==> src/hdl/dfsc_defines.svh <==
// constants for the decimation filter stage control block
`ifndef DFSC_DEFINES_SVH
`define DFSC_DEFINES_SVH

`define DFSC_SAMPLE_W     16
`define DFSC_STAGES       9
`define DFSC_ADDR_W       12

// register indices as printed, byte address is four times the index
`define DFSC_IDX_DSPP     8'h79
`define DFSC_IDX_FIRST    8'h7A
`define DFSC_IDX_A_UPPER  8'h7B
`define DFSC_IDX_B        8'h7C
`define DFSC_ADDR_MODE    12'h000
`define DFSC_ADDR_STATUS  12'h004
`define DFSC_ADDR_DSPP    ({4'h0, `DFSC_IDX_DSPP} << 2)
`define DFSC_ADDR_FIRST   ({4'h0, `DFSC_IDX_FIRST} << 2)
`define DFSC_ADDR_A_UPPER ({4'h0, `DFSC_IDX_A_UPPER} << 2)
`define DFSC_ADDR_B       ({4'h0, `DFSC_IDX_B} << 2)

// field positions
`define DFSC_DSPP_EN_BIT  7
`define DFSC_FIRST_BIT    6

// reset values
`define DFSC_RST_BYTE     8'h00
`define DFSC_RST_MODE     2'h0

// mode field encodings
`define DFSC_MODE_SINGLE  2'h0
`define DFSC_MODE_DUAL    2'h1

// bus responses
`define DFSC_RESP_OKAY    2'h0
`define DFSC_RESP_SLVERR  2'h2

`endif

==> src/hdl/dfsc_pkg.sv <==
// types shared by the decimation filter stage control files
`include "dfsc_defines.svh"
package dfsc_pkg;
    typedef logic [`DFSC_SAMPLE_W-1:0] dfsc_sample_t;
    typedef enum logic [1:0] {DFSC_SINGLE, DFSC_DUAL, DFSC_OTHER} dfsc_mode_t;
    // one buffered word: a lane flag with each chain's sample
    typedef struct packed {
        logic         a_valid;
        dfsc_sample_t a;
        logic         b_valid;
        dfsc_sample_t b;
    } dfsc_word_t;
endpackage

==> src/hdl/dfsc_stream_if.sv <==
// stream link between the filter chains and the output buffer
`timescale 1ns/10ps
interface dfsc_stream_if;
    dfsc_pkg::dfsc_word_t data;
    logic                 valid;
    logic                 ready;
    modport src (output data, output valid, input ready);
    modport snk (input data, input valid, output ready);
endinterface // dfsc_stream_if

==> src/hdl/dfsc_pair_buffer.sv <==
// two-entry output buffer, head entry drives the outputs directly
`timescale 1ns/10ps
`include "dfsc_defines.svh"
module dfsc_pair_buffer (
    // clock and reset
    input  wire logic             aclk,
    input  wire logic             aresetn,
    // filling side
    dfsc_stream_if.snk            fill,
    // draining side
    output logic                  drain_valid,
    input  wire logic             drain_ready,
    output dfsc_pkg::dfsc_word_t  drain_data
);
    dfsc_pkg::dfsc_word_t head_r, head_nxt, tail_r, tail_nxt;
    logic [1:0]           cnt_r, cnt_nxt;
    logic                 valid_r, valid_nxt, ready_r, ready_nxt;
    logic                 push, pop;

    assign fill.ready  = ready_r;
    assign drain_valid = valid_r;
    assign drain_data  = head_r;

    // ready is a flop so the source never sees a gate on it
    always_comb begin
        push     = fill.valid && ready_r;
        pop      = valid_r && drain_ready;
        head_nxt = head_r;
        tail_nxt = tail_r;
        if (pop) begin
            head_nxt = (cnt_r == 2'h2) ? tail_r : fill.data;
        end
        if (push) begin
            if (cnt_r == 2'h0 || (cnt_r == 2'h1 && pop)) begin
                head_nxt = fill.data;
            end else begin
                tail_nxt = fill.data;
            end
        end
        cnt_nxt   = cnt_r + {1'b0, push} - {1'b0, pop};
        valid_nxt = (cnt_nxt != 2'h0);
        ready_nxt = (cnt_nxt != 2'h2);
    end

    always_ff @(posedge aclk) begin
        if (!aresetn) begin
            head_r  <= '0;
            tail_r  <= '0;
            cnt_r   <= 2'h0;
            valid_r <= 1'b0;
            ready_r <= 1'b0;
        end else begin
            head_r  <= head_nxt;
            tail_r  <= tail_nxt;
            cnt_r   <= cnt_nxt;
            valid_r <= valid_nxt;
            ready_r <= ready_nxt;
        end
    end
endmodule // dfsc_pair_buffer

==> src/hdl/dfsc_top.sv <==
// decimation filter stage control: register slave, two halving chains, output buffer
`timescale 1ns/10ps
`include "dfsc_defines.svh"
module dfsc_top (
    // clock and reset
    input  wire logic                      aclk,
    input  wire logic                      aresetn,
    // axi4-lite write
    input  wire logic [`DFSC_ADDR_W-1:0]   awaddr,
    input  wire logic                      awvalid,
    output logic                           awready,
    input  wire logic [31:0]               wdata,
    input  wire logic [3:0]                wstrb,
    input  wire logic                      wvalid,
    output logic                           wready,
    output logic [1:0]                     bresp,
    output logic                           bvalid,
    input  wire logic                      bready,
    // axi4-lite read
    input  wire logic [`DFSC_ADDR_W-1:0]   araddr,
    input  wire logic                      arvalid,
    output logic                           arready,
    output logic [31:0]                    rdata,
    output logic [1:0]                     rresp,
    output logic                           rvalid,
    input  wire logic                      rready,
    // samples from the converter core
    input  wire logic                      in_valid,
    input  wire dfsc_pkg::dfsc_sample_t    in_sample_a,
    input  wire dfsc_pkg::dfsc_sample_t    in_sample_b,
    output logic                           in_ready,
    // decimated samples
    output logic                           out_valid,
    input  wire logic                      out_ready,
    output logic                           out_a_valid,
    output dfsc_pkg::dfsc_sample_t         out_sample_a,
    output logic                           out_b_valid,
    output dfsc_pkg::dfsc_sample_t         out_sample_b
);
    // configuration registers
    logic [1:0] mode_r, mode_nxt;
    logic [7:0] dspp_r, dspp_nxt, first_r, first_nxt, a_up_r, a_up_nxt, b_r, b_nxt;
    // bus state
    logic [`DFSC_ADDR_W-1:0] awaddr_r, awaddr_nxt;
    logic [31:0]             wdata_r, wdata_nxt, rdata_nxt;
    logic [3:0]              wstrb_r, wstrb_nxt;
    logic                    aw_held_r, aw_held_nxt, w_held_r, w_held_nxt;
    logic                    awready_nxt, wready_nxt, arready_nxt, bvalid_nxt, rvalid_nxt;
    logic [1:0]              bresp_nxt, rresp_nxt;
    logic                    aw_fire, w_fire, ar_fire, do_wr;
    // chain control
    dfsc_pkg::dfsc_mode_t    mode;
    logic [8:0]              code_a, en_a, en_b;
    logic [3:0]              cnt_a, cnt_b;
    logic                    fire;
    wire                     ch_v [0:1][0:9];
    dfsc_pkg::dfsc_sample_t  ch_d [0:1][0:9];
    dfsc_pkg::dfsc_word_t    drain_word;
    dfsc_stream_if           to_buf ();

    // mode decode, undefined codes fall to the bypass mode
    always_comb begin
        unique case (mode_r)
            `DFSC_MODE_SINGLE: mode = dfsc_pkg::DFSC_SINGLE;
            `DFSC_MODE_DUAL:   mode = dfsc_pkg::DFSC_DUAL;
            default:           mode = dfsc_pkg::DFSC_OTHER;
        endcase
    end

    // effective stage enables; patterns are used bit for bit, no pattern check
    always_comb begin
        code_a = {a_up_r, first_r[`DFSC_FIRST_BIT]};
        en_a   = 9'h000;
        en_b   = 9'h000;
        unique case (mode)
            dfsc_pkg::DFSC_SINGLE: en_a = code_a;
            dfsc_pkg::DFSC_DUAL: begin
                if (dspp_r[`DFSC_DSPP_EN_BIT]) begin
                    en_a = {code_a[8:1], 1'b0};
                    en_b = {b_r, 1'b0};
                end
            end
            dfsc_pkg::DFSC_OTHER: ;
        endcase
        cnt_a = 4'h0;
        cnt_b = 4'h0;
        for (int i = 0; i < `DFSC_STAGES; i++) begin
            cnt_a = cnt_a + {3'h0, en_a[i]};
            cnt_b = cnt_b + {3'h0, en_b[i]};
        end
    end

    // chain inputs; chain b idles in single-channel mode
    assign fire        = in_valid && in_ready;
    assign ch_v[0][0]  = fire;
    assign ch_v[1][0]  = fire && (mode != dfsc_pkg::DFSC_SINGLE);
    assign ch_d[0][0]  = in_sample_a;
    assign ch_d[1][0]  = in_sample_b;

    // each enabled stage averages a pair and emits one word per two
    for (genvar c = 0; c < 2; c++) begin : g_ch
        for (genvar s = 0; s < `DFSC_STAGES; s++) begin : g_st
            logic                   ph_r, ph_nxt, vo;
            dfsc_pkg::dfsc_sample_t hold_r, hold_nxt, dout;
            logic [`DFSC_SAMPLE_W:0] sum;
            logic                   en;
            assign en = (c == 0) ? en_a[s] : en_b[s];
            always_comb begin
                ph_nxt   = ph_r;
                hold_nxt = hold_r;
                vo       = ch_v[c][s];
                dout     = ch_d[c][s];
                sum      = {ch_d[c][s][`DFSC_SAMPLE_W-1], ch_d[c][s]}
                         + {hold_r[`DFSC_SAMPLE_W-1], hold_r};
                if (!en) begin
                    ph_nxt = 1'b0;
                end else if (ch_v[c][s]) begin
                    if (!ph_r) begin
                        hold_nxt = ch_d[c][s];
                        ph_nxt   = 1'b1;
                        vo       = 1'b0;
                    end else begin
                        dout   = sum[`DFSC_SAMPLE_W:1];
                        ph_nxt = 1'b0;
                    end
                end
            end
            always_ff @(posedge aclk) begin
                if (!aresetn) begin
                    ph_r   <= 1'b0;
                    hold_r <= '0;
                end else begin
                    ph_r   <= ph_nxt;
                    hold_r <= hold_nxt;
                end
            end
            assign ch_v[c][s+1] = vo;
            assign ch_d[c][s+1] = dout;
        end
    end

    // chain outputs share one buffer word; its ready stalls the input
    assign to_buf.valid        = ch_v[0][9] || ch_v[1][9];
    // one driver for the whole word keeps the packed struct single-sourced
    assign to_buf.data         = '{a_valid: ch_v[0][9], a: ch_d[0][9],
                                   b_valid: ch_v[1][9], b: ch_d[1][9]};
    assign in_ready            = to_buf.ready;

    dfsc_pair_buffer u_buf (
        .aclk        (aclk),
        .aresetn     (aresetn),
        .fill        (to_buf.snk),
        .drain_valid (out_valid),
        .drain_ready (out_ready),
        .drain_data  (drain_word)
    );
    assign out_a_valid  = drain_word.a_valid;
    assign out_sample_a = drain_word.a;
    assign out_b_valid  = drain_word.b_valid;
    assign out_sample_b = drain_word.b;

    // bus slave: address and data taken in either order, write when both held
    always_comb begin
        aw_fire     = awvalid && awready;
        w_fire      = wvalid && wready;
        ar_fire     = arvalid && arready;
        do_wr       = aw_held_r && w_held_r && !bvalid;
        awaddr_nxt  = aw_fire ? awaddr : awaddr_r;
        wdata_nxt   = w_fire ? wdata : wdata_r;
        wstrb_nxt   = w_fire ? wstrb : wstrb_r;
        aw_held_nxt = (aw_held_r || aw_fire) && !do_wr;
        w_held_nxt  = (w_held_r || w_fire) && !do_wr;
        bvalid_nxt  = bvalid && !bready;
        bresp_nxt   = bresp;
        mode_nxt    = mode_r;
        dspp_nxt    = dspp_r;
        first_nxt   = first_r;
        a_up_nxt    = a_up_r;
        b_nxt       = b_r;
        if (do_wr) begin
            bvalid_nxt = 1'b1;
            bresp_nxt  = `DFSC_RESP_OKAY;
            // only byte lane 0 carries register bits
            unique case (awaddr_r)
                `DFSC_ADDR_MODE:    if (wstrb_r[0]) mode_nxt  = wdata_r[1:0];
                `DFSC_ADDR_STATUS:  ;
                `DFSC_ADDR_DSPP:    if (wstrb_r[0]) dspp_nxt  = wdata_r[7:0];
                `DFSC_ADDR_FIRST:   if (wstrb_r[0]) first_nxt = wdata_r[7:0];
                `DFSC_ADDR_A_UPPER: if (wstrb_r[0]) a_up_nxt  = wdata_r[7:0];
                `DFSC_ADDR_B:       if (wstrb_r[0]) b_nxt     = wdata_r[7:0];
                default:            bresp_nxt = `DFSC_RESP_SLVERR;
            endcase
        end
        awready_nxt = !aw_held_nxt;
        wready_nxt  = !w_held_nxt;
        // read answers one edge after the address is taken
        rvalid_nxt  = rvalid && !rready;
        rdata_nxt   = rdata;
        rresp_nxt   = rresp;
        if (ar_fire) begin
            rvalid_nxt = 1'b1;
            rresp_nxt  = `DFSC_RESP_OKAY;
            unique case (araddr)
                `DFSC_ADDR_MODE:    rdata_nxt = {30'h00000000, mode_r};
                `DFSC_ADDR_STATUS:  rdata_nxt = {24'h000000, cnt_b, cnt_a};
                `DFSC_ADDR_DSPP:    rdata_nxt = {24'h000000, dspp_r};
                `DFSC_ADDR_FIRST:   rdata_nxt = {24'h000000, first_r};
                `DFSC_ADDR_A_UPPER: rdata_nxt = {24'h000000, a_up_r};
                `DFSC_ADDR_B:       rdata_nxt = {24'h000000, b_r};
                default: begin
                    rdata_nxt = 32'h00000000;
                    rresp_nxt = `DFSC_RESP_SLVERR;
                end
            endcase
        end
        arready_nxt = !rvalid_nxt;
    end

    // codes come out of reset all-zero so every stage starts bypassed
    always_ff @(posedge aclk) begin
        if (!aresetn) begin
            mode_r    <= `DFSC_RST_MODE;
            dspp_r    <= `DFSC_RST_BYTE;
            first_r   <= `DFSC_RST_BYTE;
            a_up_r    <= `DFSC_RST_BYTE;
            b_r       <= `DFSC_RST_BYTE;
            awaddr_r  <= '0;
            wdata_r   <= 32'h00000000;
            wstrb_r   <= 4'h0;
            aw_held_r <= 1'b0;
            w_held_r  <= 1'b0;
            awready   <= 1'b0;
            wready    <= 1'b0;
            bvalid    <= 1'b0;
            bresp     <= `DFSC_RESP_OKAY;
            arready   <= 1'b0;
            rvalid    <= 1'b0;
            rdata     <= 32'h00000000;
            rresp     <= `DFSC_RESP_OKAY;
        end else begin
            mode_r    <= mode_nxt;
            dspp_r    <= dspp_nxt;
            first_r   <= first_nxt;
            a_up_r    <= a_up_nxt;
            b_r       <= b_nxt;
            awaddr_r  <= awaddr_nxt;
            wdata_r   <= wdata_nxt;
            wstrb_r   <= wstrb_nxt;
            aw_held_r <= aw_held_nxt;
            w_held_r  <= w_held_nxt;
            awready   <= awready_nxt;
            wready    <= wready_nxt;
            bvalid    <= bvalid_nxt;
            bresp     <= bresp_nxt;
            arready   <= arready_nxt;
            rvalid    <= rvalid_nxt;
            rdata     <= rdata_nxt;
            rresp     <= rresp_nxt;
        end
    end
endmodule // dfsc_top

==> config.mk <==
export PLATFORM = sky130hd
export DESIGN_NAME = dfsc_top
export DESIGN_NICKNAME = d
export VERILOG_FILES = /design/src/hdl/dfsc_pkg.sv /design/src/hdl/dfsc_stream_if.sv /design/src/hdl/dfsc_pair_buffer.sv /design/src/hdl/dfsc_top.sv
export VERILOG_INCLUDE_DIRS = /design/src /design/src/hdl
export SDC_FILE = /design/constraint.sdc
export NUM_CORES = 2
export LEC_CHECK = 0
export ABC_AREA = 1
export BUFFER_PORTS_ARGS = -buffer_cell sky130_fd_sc_hd__clkbuf_2
export CAP_MARGIN = 10
export CORE_MARGIN = 3
export CORE_UTILIZATION = 35
export CTS_CLUSTER_SIZE = 40
export DETAILED_ROUTE_END_ITERATION = 16
export PLACE_DENSITY = 0.49
export SLEW_MARGIN = 0
export SYNTH_ARGS = -nofsm -noshare
export SYNTH_HDL_FRONTEND = slang
export SYNTH_SLANG_ARGS = --single-unit
export TNS_END_PERCENT = 1
==> constraint.sdc <==
create_clock -name aclk -period 31.8 [get_ports aclk]
set_input_delay 3.18 -clock aclk [delete_from_list [all_inputs] [get_ports aclk]]
set_output_delay 3.18 -clock aclk [all_outputs]
set_load 0.01 [all_outputs]
Word level (Yosys, flattened, before mapping)
Cells that the tools add are included.
{ "classes": {"add_sub_neg": 36, "eq_ne": 15, "n_mux": 140, "n_bitwise": 19, "n_reduce_logical": 76} }
{ "op_table": {"columns": ["op", "count"], "rows": [
  ["$mux 16", 54],
  ["$add 16x16->17", 18],
  ["$mux 34", 4],
  ["$eq 12x9->1 const B", 8],
  ["$mux 1", 74],
  ["$reduce_and 3->1", 23],
  ["$pmux 8 s6", 1],
  ["$add 4x1->4", 10],
  ["$reduce_and 2->1", 19],
  ["$mux 9", 3],
  ["$eq 12x3->1 const B", 2],
  ["$logic_not 12->1", 2],
  ["$not 1->1", 19],
  ["$pmux 9 s2", 1],
  ["$logic_and 1x1->1", 14],
  ["$reduce_or 6->1", 2],
  ["$add 3x1->4", 2],
  ["$logic_not 1->1", 7],
  ["$add 2x1->3", 2],
  ["$eq 2x1->1 const B", 3],
  ["$logic_not 2->1", 3],
  ["$add 1x1->2", 2],
  ["$logic_or 1x1->1", 4],
  ["$mux 2", 2],
  ["6 further kinds", 7]
]} }
{ "word_totals": {"register_bits": 476, "inputBits": 101, "out_inout_bits": 77} }

Logic depth before layout (Yosys ltp)
{ "depth": {"ltp_word": 42, "depth_mapped": 93} }

Hierarchy
From an unflattened synthesis, not the netlist that was laid out.
{ "unflattened": {"cells_unflattened": 5414, "hier_area_um2": 34923.5} }
{ "by_module_without_submodules": {"columns": ["module", "n_inst", "cells_per_inst", "area_each_um2", "seq_area_each_um2"], "rows": [
  ["dfsc_top", 1, 4824, 30981.0, 7226.9],
  ["dfsc_pair_buffer", 1, 590, 3942.5, 1441.4]
]} }

Worst setup path before layout
No wires, ideal clock.
{ "synth_timing": {"kind": "input port to flip-flop", "startpoint": "input port in_sample_a[2]", "endpoint": "register u_buf.head_r (netlist bit u_buf.drain_data[30])", "arrival_ps": 13602, "required_ps": 31744, "slack_ps": 18142, "path_stages": 74, "path_cell_list": "ha_1 > nand2_1 > o21ai_0 > xnor2_1 > nand2_1 > o21ai_0 > inv_1 > ha_1 > nand2_1 > o21ai_0 > a21oi_1 > o21ai_0 > or2_2 > nand3_1 > nand2_1 > ha_1 > inv_1 > o21ai_0 > [38 not listed] > o21ai_0 > a21oi_1 > nand2_1 > xor2_1 > or2_2 > and2_1 > ha_1 > nand2_1 > o21ai_0 > a21oi_1 > o21bai_1 > nand2_1 > nand2_1 > xor2_1 > nand2_1 > nand3_1 > nand2_1 > inv_1"} }
{ "synth_via": {"elab_chain_cells": 40} }
{ "synth_lines": {"columns": ["item", "line", "text"], "rows": [
  ["from (decl)", "dfsc_top.sv:29", "input wire dfsc_pkg::dfsc_sample_t in_sample_a,"],
  ["$add 16x16->17", "dfsc_top.sv:113", "sum = {ch_d[c][s][`DFSC_SAMPLE_W-1], ch_d[c][s]}"],
  ["$mux 16", "dfsc_top.sv:118", "if (!ph_r) begin"],
  ["$mux 16", "dfsc_top.sv:117", "end else if (ch_v[c][s]) begin"],
  ["$mux 16 (*)", "dfsc_top.sv:115", "if (!en) begin"],
  ["via g_ch[0].g_st[0].dout[2]", "dfsc_top.sv:104", "dfsc_pkg::dfsc_sample_t hold_r, hold_nxt, dout;"],
  ["$add 16x16->17 (*)", "dfsc_top.sv:113", null],
  ["$mux 16 (*)", "dfsc_top.sv:118", null],
  ["$mux 16 (*)", "dfsc_top.sv:117", null],
  ["[1 not listed]", null, null],
  ["via g_ch[0].g_st[1].dout[5]", "dfsc_top.sv:104", null],
  ["[4 not listed]", null, null],
  ["via g_ch[0].g_st[2].dout[5]", "dfsc_top.sv:104", null],
  ["[4 not listed]", null, null],
  ["via g_ch[0].g_st[3].dout[7]", "dfsc_top.sv:104", null],
  ["[4 not listed]", null, null],
  ["via g_ch[0].g_st[4].dout[7]", "dfsc_top.sv:104", null],
  ["[4 not listed]", null, null],
  ["via g_ch[0].g_st[5].dout[8]", "dfsc_top.sv:104", null],
  ["[4 not listed]", null, null],
  ["via g_ch[0].g_st[6].dout[8]", "dfsc_top.sv:104", null],
  ["[4 not listed]", null, null],
  ["via g_ch[0].g_st[7].dout[8]", "dfsc_top.sv:104", null],
  ["$add 16x16->17 (*)", "dfsc_top.sv:113", null],
  ["$mux 16 (*)", "dfsc_top.sv:118", null],
  ["$mux 16 (*)", "dfsc_top.sv:117", null],
  ["$mux 16 (*)", "dfsc_top.sv:115", null],
  ["$mux 34", "dfsc_pair_buffer.sv:31", "head_nxt = (cnt_r == 2'h2) ? tail_r : fill.data;"],
  ["$mux 34", "dfsc_pair_buffer.sv:30", "if (pop) begin"],
  ["$mux 34", "dfsc_pair_buffer.sv:34", "if (cnt_r == 2'h0 || (cnt_r == 2'h1 && pop)) begin"],
  ["$mux 34 (*)", "dfsc_pair_buffer.sv:33", "if (push) begin"],
  ["to (signal assigned)", "dfsc_pair_buffer.sv:53", "head_r <= head_nxt;"],
  ["to (decl)", "dfsc_pair_buffer.sv:15", "dfsc_pkg::dfsc_word_t head_r, head_nxt, tail_r, tail_nxt;"]
]} }
The timed path passes the listed nets; every way through them passes the cells marked *.
A chain may end at the register's enable or synchronous reset.

Worst setup path in the final report
{ "layout_timing": {"startpoint": "input port in_valid", "endpoint": "register u_buf.tail_r[31] (netlist bit)"} }
{ "layout_via": {"elab_chain_cells": 35, "word_cells_on_any_way": 75} }
{ "layout_lines": {"columns": ["item", "line", "text"], "rows": [
  ["from (decl)", "dfsc_top.sv:28", "input wire logic in_valid,"],
  ["$logic_and 1x1->1 (*)", "dfsc_top.sv:94", "assign fire = in_valid && in_ready;"],
  ["$mux 16 (*)", "dfsc_top.sv:117", null],
  ["$mux 16 (*)", "dfsc_top.sv:115", null],
  ["via g_ch[0].g_st[0].dout[3]", "dfsc_top.sv:104", null],
  ["$add 16x16->17 (*)", "dfsc_top.sv:113", null],
  ["$mux 16 (*)", "dfsc_top.sv:118", null],
  ["$mux 16 (*)", "dfsc_top.sv:117", null],
  ["$mux 16 (*)", "dfsc_top.sv:115", null],
  ["via g_ch[0].g_st[1].dout[9]", "dfsc_top.sv:104", null],
  ["[4 not listed]", null, null],
  ["via g_ch[0].g_st[2].dout[9]", "dfsc_top.sv:104", null],
  ["[4 not listed]", null, null],
  ["via g_ch[0].g_st[3].dout[9]", "dfsc_top.sv:104", null],
  ["[4 not listed]", null, null],
  ["via g_ch[0].g_st[4].dout[10]", "dfsc_top.sv:104", null],
  ["[4 not listed]", null, null],
  ["via g_ch[0].g_st[5].dout[11]", "dfsc_top.sv:104", null],
  ["[4 not listed]", null, null],
  ["via g_ch[0].g_st[6].dout[11]", "dfsc_top.sv:104", null],
  ["[1 not listed]", null, null],
  ["$mux 16 (*)", "dfsc_top.sv:118", null],
  ["$mux 16 (*)", "dfsc_top.sv:117", null],
  ["$mux 16 (*)", "dfsc_top.sv:115", null],
  ["via g_ch[0].g_st[7].dout[13]", "dfsc_top.sv:104", null],
  ["$add 16x16->17 (*)", "dfsc_top.sv:113", null],
  ["$mux 16 (*)", "dfsc_top.sv:118", null],
  ["$mux 16 (*)", "dfsc_top.sv:117", null],
  ["$mux 16 (*)", "dfsc_top.sv:115", null],
  ["to (signal assigned)", "dfsc_pair_buffer.sv:54", "tail_r <= tail_nxt;"],
  ["to (decl)", "dfsc_pair_buffer.sv:15", null]
]} }
Marked as above.

==> impl_metrics.csv <==
group,metric,value,unit
status,status,"completed",
grt,grt_first_pass_wirelength,155000,µm
route,vias,31499,
floorplanning,rows,113,
logic_synthesis,synthTopCellsByArea,"dfxtp_1 (26%), nand2_1 (12%), ha_1 (10%), o21ai_0 (7.8%), inv_1 (7.5%)",
route,firstDrtPassIters,7,
logic_synthesis,yosysUniqueCellTypes,67,
cts,cts_buffer_depth,3,
route,drc,0,
finish,layout.nets,5593,
critical_path,cp-start-kind,"input port",
finish,final_cells,6510,
cts,cts_tree,"built",
cts,clk_latency,0.63,ns
critical_path,worstReg2RegStart,"mode_r[1]",
logic_synthesis,ys_ff_latch,433,
pwr,pwr_density_cell,41.9,nW/µm²
grt,top_usage_layer,"met2",
cts,postCtsSetupBuffers,0,
place,detailed_place_hpwl,71300,µm
place,place_congestion,0.852,
finish,fillers,10339,
place,dp_cells,6401,
timing,setup_violations,0,
critical_path,cpMaxStageDelayCell,"nor2_2",
floorplanning,die_x,317,µm
timing,rsz0062_at_grt,"false",
logic_synthesis,async_flop_share,0,%
timing,slew_headroom,25.1,%
pwr,p_leak,19.0,nW
logic_synthesis,post-synth-top-count-cell,"nand2_1",
pwr,ir_drop,38.1,µV
logic_synthesis,ys_warn_count,0,
floorplanning,dieArea,100000,µm²
floorplanning,core_area,95300,µm²
critical_path,path_max_fanout,22,
grt,grtUsageTotal,18.6,%
flow_run,maxCapViolCount,0,
logic_synthesis,yosys.area.top_type,"dfxtp_1",
critical_path,cp_common_cell,"nand2_1",
finish,syn_to_final_growth,11.1,%
critical_path,cp-startpoint,"in_valid",
critical_path,cp_slowest_stage_delay,0.64,ns
logic_synthesis,synthCells,5138,
route,ant_nets,0,
critical_path,worstSetupEndpointType,"flip-flop",
critical_path,required,32.30,ns
critical_path,crit_arrival,16.15,ns
grt,use_met3,2.40,%
timing,worst_pin_slew,1.12,ns
timing,tns,0,ns
route,wl_per_cell,14.4,µm
cts,cts_inserted_buffers,57,
timing,final-hold-violation-count,0,
timing,fmax,0.0639,GHz
grt,grt_overflow,0,
critical_path,critPathKind,"in2reg",
grt,grt_use_met1,25.7,%
route,drt-total-wl,93500,µm
finish,layout-drive-gt1-share,8.62,%
cts,cts_resized,0,
logic_synthesis,synth_top_family_by_area,"simple AND/OR/NAND/NOR gates",
grt,antenna_found_initial,3,
logic_synthesis,yosys-top-cells-count,"nand2_1 (1,066), inv_1 (672), o21ai_0 (523), a21oi_1 (498), dfxtp_1 (433)",
logic_synthesis,synthXorXnorAreaFrac,3.81,%
cts,cts.clk_slew.worst_paths,0.06,ns
grt,met2_usage,30.6,%
min_path,hold_class,"reg2reg",
logic_synthesis,muxShareOfSynthArea,0,%
cts,clock_tree.root_cell,"clkbuf_16",
logic_synthesis,synthAdderAreaFrac,11.6,%
floorplanning,die_h,317,µm
timing,finalCriticalPeriod,15.65,ns
grt,grt_max_degree,204,
timing,min_period_over_period,49.2,%
grt,grt_pass1_vias,30080,
logic_synthesis,yosysSeqAreaShare,25.7,%
timing,finalClockSkew,0.0171,ns
logic_synthesis,netlist.area_leader.share,25.7,%
cts,htree_levels,2,
route,drtIter0Drc,1513,
logic_synthesis,synth_edf_count,0,
logic_synthesis,synth_simple_gate_area_share,25.8,%
place,io_buffers,124,
floorplanning,io_pins,178,
floorplanning,start_util,35.4,%
cts,holdBufCountCts,0,
timing,drv_slew,0,
logic_synthesis,synthesis.area,33800,µm²
cts,cts.sinks,433,
route,vias_per_cell,4.84,
logic_synthesis,synth_compound_area_share,22.5,%
min_path,worstHoldStart,"rdata[5]",
logic_synthesis,synth_area_per_cell,6.57,µm²
logic_synthesis,synth_top_flop_cell,"dfxtp_1",
[state kept, by name (all words and copies together) (netlist names), 2 cells and up]
name / flops
g_ch.g_st.hold_r: 272
u_buf.drain_data: 34
u_buf.tail_r: 34
g_ch.g_st.ph_r: 17
awaddr_r: 12
a_up_r: 8
b_r: 8
dspp_r: 8
first_r: 8
rdata: 8
wdata_r: 8
mode_r: 2
u_buf.cnt_r: 2
[power breakdown]
group	leakage [nW]	internal (W)	switching [W]
clock network	1.02	0.000430	0.000265
registers	3.50	0.000572	0.0000191
logic	14.5	0.0000918	0.000193
total	19.0	0.00109	0.000477
[worst paths after layout]
check | slack [ns] | cells past startpoint | endpoint
worst max-delay path | 16.15 | 77 | u_buf.tail_r[31]
worst min-delay path | 0.47 | 2 | rdata[5]
worst max register to register | 18.11 | 77 | u_buf.tail_r[31]
worst min register to register | 0.47 | 2 | rdata[5]
[per-stage QoR]
stage | instance area [µm²] | total power (W) | hold slack (ns) | setup slack [ns] | utilization (%)
6_report | 37500 | 0.00157 | 0.469 | 16.15 | 39.4
5_1_grt | 37500 | 0.00166 | 0.489 | 14.54 | 39.4
4_1_cts | 37500 | 0.00160 | 0.474 | 16.16 | 39.4
3_5_place_dp | 35500 | 0.000887 | 0.465 | 15.56 | 37.2
3_3_place_gp | 35500 | 0.000886 | 0.459 | 15.51 | 37.2
2_1_floorplan | 33900 | 0.000806 | 0.444 | 18.14 | -
[logic make-up after synthesis]
logic type / Yosys count
DFF: 433
adders and majority gates: 297
buffers and inverters: 894
AOI/OAI and AO/OA: 1357
and+or+nand+nor: 2009
xor gates and xnor gates: 147
other: 1
[metal layers]
metal / share of wire, % / vias up / routed length [µm]
li1: - / 17087 / -
met1: 51 / 13914 / 47500
met2: 43 / 390 / 40600
met3: 3.6 / 106 / 3380
met4: 2.3 / 2 / 2120
met5: 0.018 / - / 17
[cell type report]
class	instances	area, µm²	share of cell area, %
well taps	1265	1580	4.22
flip-flops and latches	433	8670	23.1
clock buffers	79	1710	4.56
clock inverters	27	320	0.854
inverters	708	2680	7.13
multi-input cells	3836	21600	57.7
repair buffers	159	906	2.41
diodes	3	7.51	0.0200
[cell usage in the layout, fill, tap and decap left out, types with 22 or more instances in the layout]
cell type  instances
nand2_1         1066
inv_1            672
o21ai_0          523
a21oi_1          498
dfxtp_1          433
nor2_1           382
nand3_1          296
ha_1             271
clkbuf_2         123
o21bai_1         101
xor2_1            87
nor3_1            60
xnor2_1           60
clkbuf_16         59
nand2_2           46
o211ai_1          45
o21ai_1           37
buf_4             34
or2_2             29
nand4_1           26
fa_1              26
conb_1            26
inv_2             25
a211oi_1          24
o21ai_2           23
a31oi_1           22
[critical path, delay by kind of cell]
family | cells | cell delay [ns]
and+or+nand+nor | 34 | 4.11
adders and majority gates | 8 | 2.76
xor gates and xnor gates | 6 | 0.95
buffers and inverters | 12 | 1.29
AOI/OAI and AO/OA | 17 | 3.85
Note: power is estimated with default switching activity, not from simulation.
